**config.mk**
```make
export PLATFORM = sky130hd
export DESIGN_NAME = rdtc_top
export DESIGN_NICKNAME = d
export VERILOG_FILES = /design/src/rtl/rdtc_pkg.sv /design/src/rtl/rdtc_top.sv
export SDC_FILE = /design/constraint.sdc
export NUM_CORES = 1
export LEC_CHECK = 0
export ABC_AREA = 1
export BUFFER_PORTS_ARGS = -buffer_cell sky130_fd_sc_hd__buf_4
export CAP_MARGIN = 20
export CORE_ASPECT_RATIO = 1.2
export CORE_UTILIZATION = 50
export CTS_CLUSTER_SIZE = 16
export DETAILED_ROUTE_END_ITERATION = 10
export PLACE_DENSITY = 0.7
export SLEW_MARGIN = 10
export SYNTH_ARGS = -nofsm -noshare
export SYNTH_HDL_FRONTEND = slang
export SYNTH_SLANG_ARGS = --single-unit
export TNS_END_PERCENT = 1
```
**constraint.sdc**
```tcl
create_clock -name ref_clk_i -period 5 [get_ports ref_clk_i]
set_input_delay 0 -clock ref_clk_i [delete_from_list [all_inputs] [get_ports ref_clk_i]]
set_output_delay 0 -clock ref_clk_i [all_outputs]
set_load 0.005 [all_outputs]
```
**src/rtl/rdtc_pkg.sv**
```systemverilog
// constants and register map of the rgb digitizer timing control
package rdtc_pkg;
  // serial address is {SER_ADDR_TOP, a1, a0, rw}
  localparam logic [4:0] SER_ADDR_TOP = 5'h13;
  localparam logic [3:0] NUM_REGS = 4'hd;
  localparam logic [3:0] BYTE_BITS = 4'h8;
  localparam logic [3:0] REG_DIV_HI = 4'h0;
  localparam logic [3:0] REG_DIV_LO = 4'h1;
  localparam logic [3:0] REG_VCO_PUMP = 4'h2;
  localparam logic [3:0] REG_PHASE = 4'h3;
  localparam logic [3:0] REG_CLAMP_START = 4'h4;
  localparam logic [3:0] REG_CLAMP_LEN = 4'h5;
  localparam logic [3:0] REG_GAIN_R = 4'h6;
  localparam logic [3:0] REG_OFFSET_R = 4'h9;
  localparam logic [3:0] REG_CONTROL = 4'hc;
  // control register bit positions
  localparam int CTL_DUAL = 7;
  localparam int CTL_PARALLEL = 6;
  localparam int CTL_SYNC_POL = 5;
  localparam int CTL_COAST_POL = 4;
  localparam int CTL_CLAMP_SRC = 3;
  localparam int CTL_CLAMP_POL = 2;
  localparam int CTL_BYPASS = 1;
  // sample sets between sync-aligned sample and port a
  localparam int PIPE_DEPTH = 4;

  function automatic logic [7:0] rdtc_reset_val(input logic [3:0] idx);
    case (idx)
      REG_DIV_HI: rdtc_reset_val = 8'h3f;
      REG_DIV_LO: rdtc_reset_val = 8'hf0;
      REG_VCO_PUMP: rdtc_reset_val = 8'h09;
      REG_PHASE: rdtc_reset_val = 8'h80;
      REG_CLAMP_START: rdtc_reset_val = 8'h80;
      REG_CLAMP_LEN: rdtc_reset_val = 8'h80;
      4'h6, 4'h7, 4'h8: rdtc_reset_val = 8'h80;
      4'h9, 4'ha, 4'hb: rdtc_reset_val = 8'h7c;
      REG_CONTROL: rdtc_reset_val = 8'hc4;
      default: rdtc_reset_val = 8'h00;
    endcase
  endfunction

  // implemented bits; the rest read as zero
  function automatic logic [7:0] rdtc_used_bits(input logic [3:0] idx);
    case (idx)
      REG_DIV_LO: rdtc_used_bits = 8'hf0;
      REG_VCO_PUMP: rdtc_used_bits = 8'h3f;
      REG_PHASE: rdtc_used_bits = 8'hf8;
      4'h9, 4'ha, 4'hb: rdtc_used_bits = 8'hfc;
      REG_CONTROL: rdtc_used_bits = 8'hfe;
      4'hd, 4'he, 4'hf: rdtc_used_bits = 8'h00;
      default: rdtc_used_bits = 8'hff;
    endcase
  endfunction
endpackage

```
**src/rtl/rdtc_top.sv**
```systemverilog
// timing, clamp and serial configuration logic of the rgb digitizer
// ****************************************
// Overview of operation
// ****************************************
`timescale 1ns/100ps
module rdtc_top
  import rdtc_pkg::*;
(
  input wire logic ref_clk_i,
  input wire logic rst_i,
  input wire logic scl_i,
  input wire logic sda_i,
  output logic sda_o,
  output logic sda_oe_o,
  input wire logic [1:0] serial_addr_pins_i,
  input wire logic hsync_i,
  input wire logic coast_i,
  input wire logic clamp_ext_i,
  input wire logic sample_clock_invert_pin_i,
  input wire logic external_pixel_clock_pin_i,
  input wire logic pll_clock_i,
  input wire logic power_down_n_i,
  input wire logic [23:0] adc_sample_i,
  output logic [23:0] port_a_o,
  output logic [23:0] port_b_o,
  output logic data_oe_o,
  output logic output_data_clock_o,
  output logic phase_aligned_sync_out_o,
  output logic clamp_o,
  output logic pll_power_down_o,
  output logic pll_sync_ref_o,
  output logic pll_coast_o,
  output logic [11:0] pll_divide_ratio_o,
  output logic [1:0] vco_band_o,
  output logic [2:0] pump_current_o,
  output logic [4:0] sample_phase_shift_o,
  output logic [23:0] channel_gain_o,
  output logic [17:0] channel_offset_o
);

  // ****************************************
  // input synchronisers
  // ****************************************
  localparam int SYN_W = 35;
  logic [SYN_W-1:0] syn1_q;
  logic [SYN_W-1:0] syn2_q;
  logic scl_s, sda_s, hs_s, coast_s, clext_s, sample_clock_invert_pin_s, external_pixel_clock_pin_s, pllck_s, run_s;
  logic [1:0] apin_s;
  logic [23:0] adc_s;

  always_ff @(posedge ref_clk_i) begin
    syn1_q <= {scl_i, sda_i, hsync_i, coast_i, clamp_ext_i, sample_clock_invert_pin_i,
               external_pixel_clock_pin_i, pll_clock_i, power_down_n_i,
               serial_addr_pins_i, adc_sample_i};
    syn2_q <= syn1_q;
  end

  assign {scl_s, sda_s, hs_s, coast_s, clext_s, sample_clock_invert_pin_s, external_pixel_clock_pin_s, pllck_s, run_s,
          apin_s, adc_s} = syn2_q;

  // ****************************************
  // configuration registers
  // ****************************************
  logic [7:0] regs_q [NUM_REGS];
  logic [7:0] regs_d [NUM_REGS];
  logic wr_en;
  logic [3:0] wr_idx;
  logic [7:0] wr_data;
  logic [7:0] ctl;

  always_comb begin
    for (int i = 0; i < NUM_REGS; i++) begin
      regs_d[i] = regs_q[i];
      if (wr_en && wr_idx == 4'(i)) begin
        regs_d[i] = wr_data & rdtc_used_bits(4'(i));
      end
    end
  end

  always_ff @(posedge ref_clk_i) begin
    for (int i = 0; i < NUM_REGS; i++) begin
      regs_q[i] <= rst_i ? rdtc_reset_val(4'(i)) : regs_d[i];
    end
  end

  assign ctl = regs_q[REG_CONTROL];
  assign pll_divide_ratio_o = {regs_q[REG_DIV_HI], regs_q[REG_DIV_LO][7:4]};
  // top band bit is stored but the analog side decodes only two
  assign vco_band_o = regs_q[REG_VCO_PUMP][4:3];
  assign pump_current_o = regs_q[REG_VCO_PUMP][2:0];
  // driven out in both clock sources; the external clock path here is not shifted
  assign sample_phase_shift_o = regs_q[REG_PHASE][7:3];

  for (genvar c = 0; c < 3; c++) begin : g_chan
    assign channel_gain_o[8*c +: 8] = regs_q[REG_GAIN_R + 4'(c)];
    assign channel_offset_o[6*c +: 6] = regs_q[REG_OFFSET_R + 4'(c)][7:2];
  end

  // ****************************************
  // two-wire serial slave
  // ****************************************
  typedef enum logic [3:0] {
    SER_IDLE, SER_ADDR, SER_ADDR_ACK, SER_SUB, SER_SUB_ACK,
    SER_WR, SER_WR_ACK, SER_RD, SER_RD_ACK
  } rdtc_ser_e;

  rdtc_ser_e ser_q, ser_d;
  logic [3:0] cnt_q, cnt_d;
  logic [7:0] sh_q, sh_d;
  logic [3:0] sub_q, sub_d;
  logic rw_q, rw_d;
  logic oe_q, oe_d;
  logic scl_p_q, sda_p_q;
  logic start, stop, scl_rise, scl_fall;
  logic [7:0] rd_val;

  assign start = scl_s & scl_p_q & sda_p_q & ~sda_s;
  assign stop = scl_s & scl_p_q & ~sda_p_q & sda_s;
  assign scl_rise = scl_s & ~scl_p_q;
  assign scl_fall = ~scl_s & scl_p_q;
  assign rd_val = (sub_q < NUM_REGS) ? regs_q[sub_q] : 8'h00;

  always_comb begin
    ser_d = ser_q;
    cnt_d = cnt_q;
    sh_d = sh_q;
    sub_d = sub_q;
    rw_d = rw_q;
    oe_d = oe_q;
    wr_en = 1'b0;
    wr_idx = sub_q;
    wr_data = sh_q;
    if (start) begin
      ser_d = SER_ADDR;
      cnt_d = 4'h0;
      oe_d = 1'b0;
    end else if (stop) begin
      ser_d = SER_IDLE;
      oe_d = 1'b0;
    end else if (scl_rise) begin
      if (ser_q == SER_RD_ACK) begin
        // master nack ends the read burst
        if (sda_s) begin
          ser_d = SER_IDLE;
        end
      end else if (ser_q != SER_IDLE) begin
        cnt_d = cnt_q + 4'h1;
        sh_d = (ser_q == SER_RD) ? sh_q : {sh_q[6:0], sda_s};
      end
    end else if (scl_fall) begin
      case (ser_q)
        SER_ADDR: begin
          if (cnt_q == BYTE_BITS) begin
            // device address is strapped by the two address pins
            if (sh_q[7:1] == {SER_ADDR_TOP, apin_s}) begin
              ser_d = SER_ADDR_ACK;
              oe_d = 1'b1;
              rw_d = sh_q[0];
            end else begin
              ser_d = SER_IDLE;
            end
          end
        end
        SER_ADDR_ACK: begin
          cnt_d = 4'h0;
          if (rw_q) begin
            ser_d = SER_RD;
            sh_d = rd_val;
            oe_d = ~rd_val[7];
          end else begin
            ser_d = SER_SUB;
            oe_d = 1'b0;
          end
        end
        SER_SUB: begin
          if (cnt_q == BYTE_BITS) begin
            sub_d = sh_q[3:0];
            ser_d = SER_SUB_ACK;
            oe_d = 1'b1;
          end
        end
        SER_WR: begin
          if (cnt_q == BYTE_BITS) begin
            wr_en = 1'b1;
            sub_d = sub_q + 4'h1;
            ser_d = SER_WR_ACK;
            oe_d = 1'b1;
          end
        end
        SER_SUB_ACK, SER_WR_ACK: begin
          ser_d = SER_WR;
          cnt_d = 4'h0;
          oe_d = 1'b0;
        end
        SER_RD: begin
          if (cnt_q == BYTE_BITS) begin
            ser_d = SER_RD_ACK;
            sub_d = sub_q + 4'h1;
            oe_d = 1'b0;
          end else begin
            sh_d = {sh_q[6:0], 1'b0};
            oe_d = ~sh_q[6];
          end
        end
        SER_RD_ACK: begin
          ser_d = SER_RD;
          cnt_d = 4'h0;
          sh_d = rd_val;
          oe_d = ~rd_val[7];
        end
        default: begin
          ser_d = SER_IDLE;
        end
      endcase
    end
  end

  always_ff @(posedge ref_clk_i) begin
    if (rst_i) begin
      ser_q <= SER_IDLE;
      cnt_q <= 4'h0;
      sh_q <= 8'h00;
      sub_q <= 4'h0;
      rw_q <= 1'b0;
      oe_q <= 1'b0;
      scl_p_q <= 1'b1;
      sda_p_q <= 1'b1;
    end else begin
      ser_q <= ser_d;
      cnt_q <= cnt_d;
      sh_q <= sh_d;
      sub_q <= sub_d;
      rw_q <= rw_d;
      oe_q <= oe_d;
      scl_p_q <= scl_s;
      sda_p_q <= sda_s;
    end
  end

  // ****************************************
  // sample clock selection and edge finding
  // ****************************************
  logic ck_eff;
  logic ck_p_q;
  logic smp_ev, half_ev;

  // the pll clock is ignored while bypassed
  assign ck_eff = (ctl[CTL_BYPASS] ? external_pixel_clock_pin_s : pllck_s) ^ sample_clock_invert_pin_s;
  // active edge is the rise or the fall of the selected clock as the invert pin chooses
  assign smp_ev = ck_eff & ~ck_p_q;
  assign half_ev = ~ck_eff & ck_p_q;

  // ****************************************
  // data steering, data clock and sync pipeline
  // ****************************************
  logic hs_pol;
  logic hs_p_q, hs_p_d;
  logic ph_q, ph_d;
  logic [24:0] pipe_q [PIPE_DEPTH];
  logic [24:0] pipe_d [PIPE_DEPTH];
  logic [24:0] pout;
  logic [23:0] a_q, a_d, b_q, b_d, hold_q, hold_d;
  logic dck_q, dck_d;
  logic hso_q, hso_d;

  assign hs_pol = hs_s ^ ctl[CTL_SYNC_POL];
  assign pout = pipe_q[PIPE_DEPTH-1];

  always_comb begin
    hs_p_d = hs_p_q;
    ph_d = ph_q;
    pipe_d = pipe_q;
    a_d = a_q;
    b_d = b_q;
    hold_d = hold_q;
    dck_d = dck_q;
    hso_d = hso_q;
    if (smp_ev) begin
      hs_p_d = hs_pol;
      // sample at the sync leading edge is tagged for port a
      ph_d = (hs_pol & ~hs_p_q) ? 1'b0 : ~ph_q;
      pipe_d[0] = {ph_d, adc_s};
      for (int i = 1; i < PIPE_DEPTH; i++) begin
        pipe_d[i] = pipe_q[i-1];
      end
      // sync sampled on the same shifted clock, ahead of its data
      hso_d = hs_pol;
      if (!ctl[CTL_DUAL]) begin
        a_d = pout[23:0];
        b_d = 24'h000000;
        dck_d = 1'b0;
      end else if (!pout[24]) begin
        if (ctl[CTL_PARALLEL]) begin
          hold_d = pout[23:0];
          dck_d = 1'b1;
        end else begin
          a_d = pout[23:0];
          dck_d = 1'b0;
        end
      end else begin
        b_d = pout[23:0];
        if (ctl[CTL_PARALLEL]) begin
          a_d = hold_q;
          dck_d = 1'b0;
        end else begin
          dck_d = 1'b1;
        end
      end
    end else if (half_ev && !ctl[CTL_DUAL]) begin
      dck_d = 1'b1;
    end
  end

  always_ff @(posedge ref_clk_i) begin
    if (rst_i) begin
      ck_p_q <= 1'b0;
      hs_p_q <= 1'b0;
      ph_q <= 1'b0;
      for (int i = 0; i < PIPE_DEPTH; i++) begin
        pipe_q[i] <= 25'h0000000;
      end
      a_q <= 24'h000000;
      b_q <= 24'h000000;
      hold_q <= 24'h000000;
      dck_q <= 1'b0;
      hso_q <= 1'b0;
    end else begin
      ck_p_q <= ck_eff;
      hs_p_q <= hs_p_d;
      ph_q <= ph_d;
      pipe_q <= pipe_d;
      a_q <= a_d;
      b_q <= b_d;
      hold_q <= hold_d;
      dck_q <= dck_d;
      hso_q <= hso_d;
    end
  end

  // ****************************************
  // clamp generation
  // ****************************************
  typedef enum logic [1:0] {CL_IDLE, CL_WAIT, CL_ON} rdtc_clamp_e;

  rdtc_clamp_e cl_q, cl_d;
  logic [7:0] start_cnt_q, start_cnt_d;
  logic [7:0] len_cnt_q, len_cnt_d;
  logic clamp_q, clamp_d;
  logic ext_active;

  assign ext_active = clext_s ^ ctl[CTL_CLAMP_POL];

  always_comb begin
    cl_d = cl_q;
    start_cnt_d = start_cnt_q;
    len_cnt_d = len_cnt_q;
    // both counters step only on sample clock edges
    if (smp_ev) begin
      case (cl_q)
        CL_WAIT: begin
          if (start_cnt_q <= 8'h01) begin
            len_cnt_d = regs_q[REG_CLAMP_LEN];
            cl_d = (regs_q[REG_CLAMP_LEN] == 8'h00) ? CL_IDLE : CL_ON;
          end else begin
            start_cnt_d = start_cnt_q - 8'h01;
          end
        end
        CL_ON: begin
          len_cnt_d = len_cnt_q - 8'h01;
          if (len_cnt_q == 8'h01) begin
            cl_d = CL_IDLE;
          end
        end
        default: begin
          cl_d = CL_IDLE;
        end
      endcase
      // trailing edge of sync restarts the placement count
      if (~hs_pol & hs_p_q) begin
        start_cnt_d = regs_q[REG_CLAMP_START];
        cl_d = CL_WAIT;
      end
    end
    clamp_d = ctl[CTL_CLAMP_SRC] ? ext_active : (cl_d == CL_ON);
  end

  always_ff @(posedge ref_clk_i) begin
    if (rst_i) begin
      cl_q <= CL_IDLE;
      start_cnt_q <= 8'h00;
      len_cnt_q <= 8'h00;
      clamp_q <= 1'b0;
    end else begin
      cl_q <= cl_d;
      start_cnt_q <= start_cnt_d;
      len_cnt_q <= len_cnt_d;
      clamp_q <= clamp_d;
    end
  end

  // ****************************************
  // pll control and power down
  // ****************************************
  logic pd_q, ref_q, coast_q, doe_q;

  always_ff @(posedge ref_clk_i) begin
    if (rst_i) begin
      pd_q <= 1'b0;
      ref_q <= 1'b0;
      coast_q <= 1'b0;
      doe_q <= 1'b0;
    end else begin
      pd_q <= ctl[CTL_BYPASS] | ~run_s;
      ref_q <= hs_pol;
      // pll holds its frequency while coasting
      coast_q <= coast_s ^ ctl[CTL_COAST_POL];
      doe_q <= run_s;
    end
  end

  assign sda_o = 1'b0;
  assign sda_oe_o = oe_q;
  assign port_a_o = a_q;
  assign port_b_o = b_q;
  assign data_oe_o = doe_q;
  assign output_data_clock_o = dck_q;
  assign phase_aligned_sync_out_o = hso_q;
  assign clamp_o = clamp_q;
  assign pll_power_down_o = pd_q;
  assign pll_sync_ref_o = ref_q;
  assign pll_coast_o = coast_q;

endmodule

```
==> metrics.md <==
| Metric | Value |
|---|---|
| Number of distinct library cells after synthesis | 41 |
| Area of the die | 30190 um^2 |
| Aggregate global routing overflow | 0 |
| # Post-CTS Setup Buffers | 0 |
| Logic pwr share | 6.9% |
| Area of the mapped netlist | 14750 um^2 |
| Number of enable flip-flop cells after synthesis | 0 |
| Worst slack at placement | 1.992 ns |
| Layout Skew | 0.02623 ns |
| FF/Latch Area | 7687 um^2 |
| Post-synthesis instance total | 1903 |
| Area growth from synthesis to layout | 19.86% |
| Top Usage Layer GRT | met2 |
| Routed wirelength normalized by instance count | 15.63 um |
| Antenna violation net count after detailed routing | 0 |
| Number of slew-limit violations in the final report | 0 |
| Crit path kind | reg2reg |
| Bufs on Longest Clock Path | 3 |
| Setup TNS | 0 ns |
| Placed cell areas | 15980 um^2 |
| Final design area excluding fillers | 17680 um^2 |
| Root Driver | clkbuf_16 |
| Routed wire length | 38.26 mm |
| Mean area per synthesized cell | 7.750 um^2 |
| Category of the worst setup path launch point | flip-flop |
| Critical Path RT | 5.47 ns |
| Final setup violation count | 0 |
| Residual DRC | 0 |
| Horizontal die dimension | 158.8 um |
| Vias/cell | 5.269 |
| Half-perimeter wire length after detailed placement | 25.19 mm |
| Met3 GRT Util | 3.750% |
| Via count of the first global-routing pass | 12230 |
| Worst hold path depth | 2 |
| Top-level I/O count | 158 |
| Portion of total power attributed to the clock network | 44.0% |
| Hold Path Class | in2reg |
| Global router's overall resource usage | 25.01% |
| Number of sinks on the clock net | 384 |
| Cell type with the highest aggregate area in the netlist | dfxtp_1 |
| Placed cells | 2339 |
| Fill cell instance count of the final layout | 2666 |
| Maximum achievable frequency | 333.9 MHz |
| Final period utilization | 59.90% |
| Part of the Yosys area used for sequential elements | 52.13% |
| Count of hold buffers inserted by post-cts repair | 36 |
| First-pass GRT wire length | 61.68 mm |
| Antenna Cells | 0 |
| # H-tree levels | 2 |
| Unrepaired setup endpoints after global routing | false |
| Initial cell density of the core | 50.98% |
| CTS Buf Count | 40 |
| Area of combinational cells with multiple inputs | 5702 um^2 |
| CTS clk-pin slew, worst paths | 0.06 ns |
| Number of antenna violations at the first check in global routing | 0 |
| Net total in the final layout | 2086 |
| Worst skew pair latency | 0.55 ns |
| Clock tree from TritonCTS | yes |
| Floorplan Core Area | 28930 um^2 |
| Switch Pwr | 1.585 mW |
| Synth area leaders | dfxtp_1, nand2_1, a21oi_1 |
| Critical path arrival | 3.47 ns |
| Cell-internal power | 5.066 mW |
| Max Fanout on Critical Path | 25 |
| Count of placed standard cells in the final layout, fillers left out | 2448 |
| Kind of capture point of the worst setup path | flip-flop |
| Proportion of register bits with asynchronous set or reset after synthesis | 0% |
| Rel. slew slack | 25.59% |
| Quantity of I/O buffers inserted on ports | 156 |
| Number of failing hold endpoints at the final stage | 0 |
| IR drop worst, VDD | 0.3161 mV |
| Flip-flop cell with the highest count after synthesis | dfxtp_1 |
| Final Wtd Congestion | 0.9392 |
| Power per standard cell area | 376.2 nW/um^2 |
| Length of the first detailed-routing pass in iterations | 6 |
| Largest net degree at the start of global routing | 126 |
| Total number of vias | 12900 |
| Clock period minus worst slack | 2.995 ns |
| Run status | completed |
| Mapped Nets | 1956 |
| Share of the synthesized area in the top cell type | 52.13% |
| Worst-case reg-to-reg path depth | 6 |
| Number of max-capacitance violations reported | 0 |
| Number of gates given a new drive strength after cts | 0 |
| Fin util | 61.11% |
| Min setup slack post-route | 2.005 ns |
| Number of violations reported at the end of detailed-routing iteration 0 | 899 |
| Synthesized flop and latch total | 384 |
| Ys Warns | 0 |
| Actual transition at the worst max-transition pin | 1.115 ns |
| Worst hold slack | 0.08935 ns |
| Lkg Pwr | 7.284 nW |
| Height of the die | 190.1 um |
| Ratio of cells with drive above 1 in the final layout | 12.75% |
| Fraction of power consumed by sequential logic | 49.1% |
| Power after layout | 6.651 mW |
| Met1 Usage GRT | 30.70% |
| Global Route met2 Usage | 43.32% |
| Total number of placement rows | 68 |
| Switch share | 23.83% |
-- layout make-up --
cell class,count,area share (%)
multi-input cells,1177,32.26
inverters,226,4.813
well taps,385,2.725
clock inverters,11,0.6441
clock buffers,61,6.788
flip-flops and latches,384,43.49
repair buffers,204,9.286
-- cells in the mapped netlist, types with 16 or more instances --
cell type	count
dfxtp_1	384
nand2_1	365
a21oi_1	242
o21ai_0	225
inv_1	215
nor2_1	130
clkbuf_1	71
nand3_1	51
buf_2	36
a31oi_1	31
o22ai_1	26
o211ai_1	21
ha_1	16
-- critical path, stage by stage (launching register included) --
cell and delay, ns:
dfxtp_1 0.45, nand2_1 0.59, inv_2 0.61, nand2_1 0.67, o22ai_1 0.41, inv_1 0.06, nor2_1 0.10
-- power groups by stage --
stage | registers (mW) | clock network [mW] | logic (mW)
5_1_grt | 3.28 | 3.11 | 0.521
6_report | 3.27 | 2.92 | 0.459
2_1_floorplan | 3.30 | 0 | 0.319
4_1_cts | 3.27 | 2.97 | 0.459
3_5_place_dp | 3.33 | 0 | 0.434
3_3_place_gp | 3.33 | 0 | 0.428
-- kinds of logic after synthesis --
logic type / count (synthesis) / synth area share, %
XOR/XNOR: 7 / 0.4157
other: 1 / 0.02543
AND/OR/NAND/NOR: 582 / 16.15
buffers and inverters: 342 / 9.239
flip-flops: 384 / 52.13
adder cells (fa/ha/maj): 16 / 1.357
AO/OA/AOI/OAI: 571 / 20.68
-- sequential cells by signal, indices dropped and copies added (netlist names), 8 cells and up, named ones only --
| signal | cells |
|---|---|
| syn2_q | 35 |
| syn1_q | 35 |
| hold_q | 24 |
| port_b_o | 24 |
| pipe_q | 74 |
| len_cnt_q | 8 |
| start_cnt_q | 8 |
| sh_q | 8 |
| regs_q | 88 |
| pout | 25 |
| port_a_o | 24 |
-- cell usage in the layout, fill, tap and decap left out, drive strengths merged, types with 31 or more instances in the layout --
cell         Yosys  final
a31oi           31     31
a21oi          242    242
buf             45    168
nand2          368    368
nor2           136    136
dfxtp          384    384
dlygate4sd3      0     36
inv            224    224
nand3           55     55
o21ai          234    234
clkbuf          71     61
-- path summary, 6_finish.rpt --
path                    from  slack, ns           end
max            regs_q[12][7]       2.01  port_b_o[10]
min          adc_sample_i[7]       0.09     syn1_q[7]
max reg2reg    regs_q[12][7]       2.01  port_b_o[10]
min reg2reg       syn1_q[30]       0.31    syn2_q[30]
-- routing by layer --
metal | part of all wire, % | vias up
li1 | - | 6469
met1 | 42 | 5952
met2 | 48 | 376
met3 | 5.1 | 101
met4 | 4.1 | 0
met5 | 0 | -
Note: power is estimated with default switching activity, not from simulation.
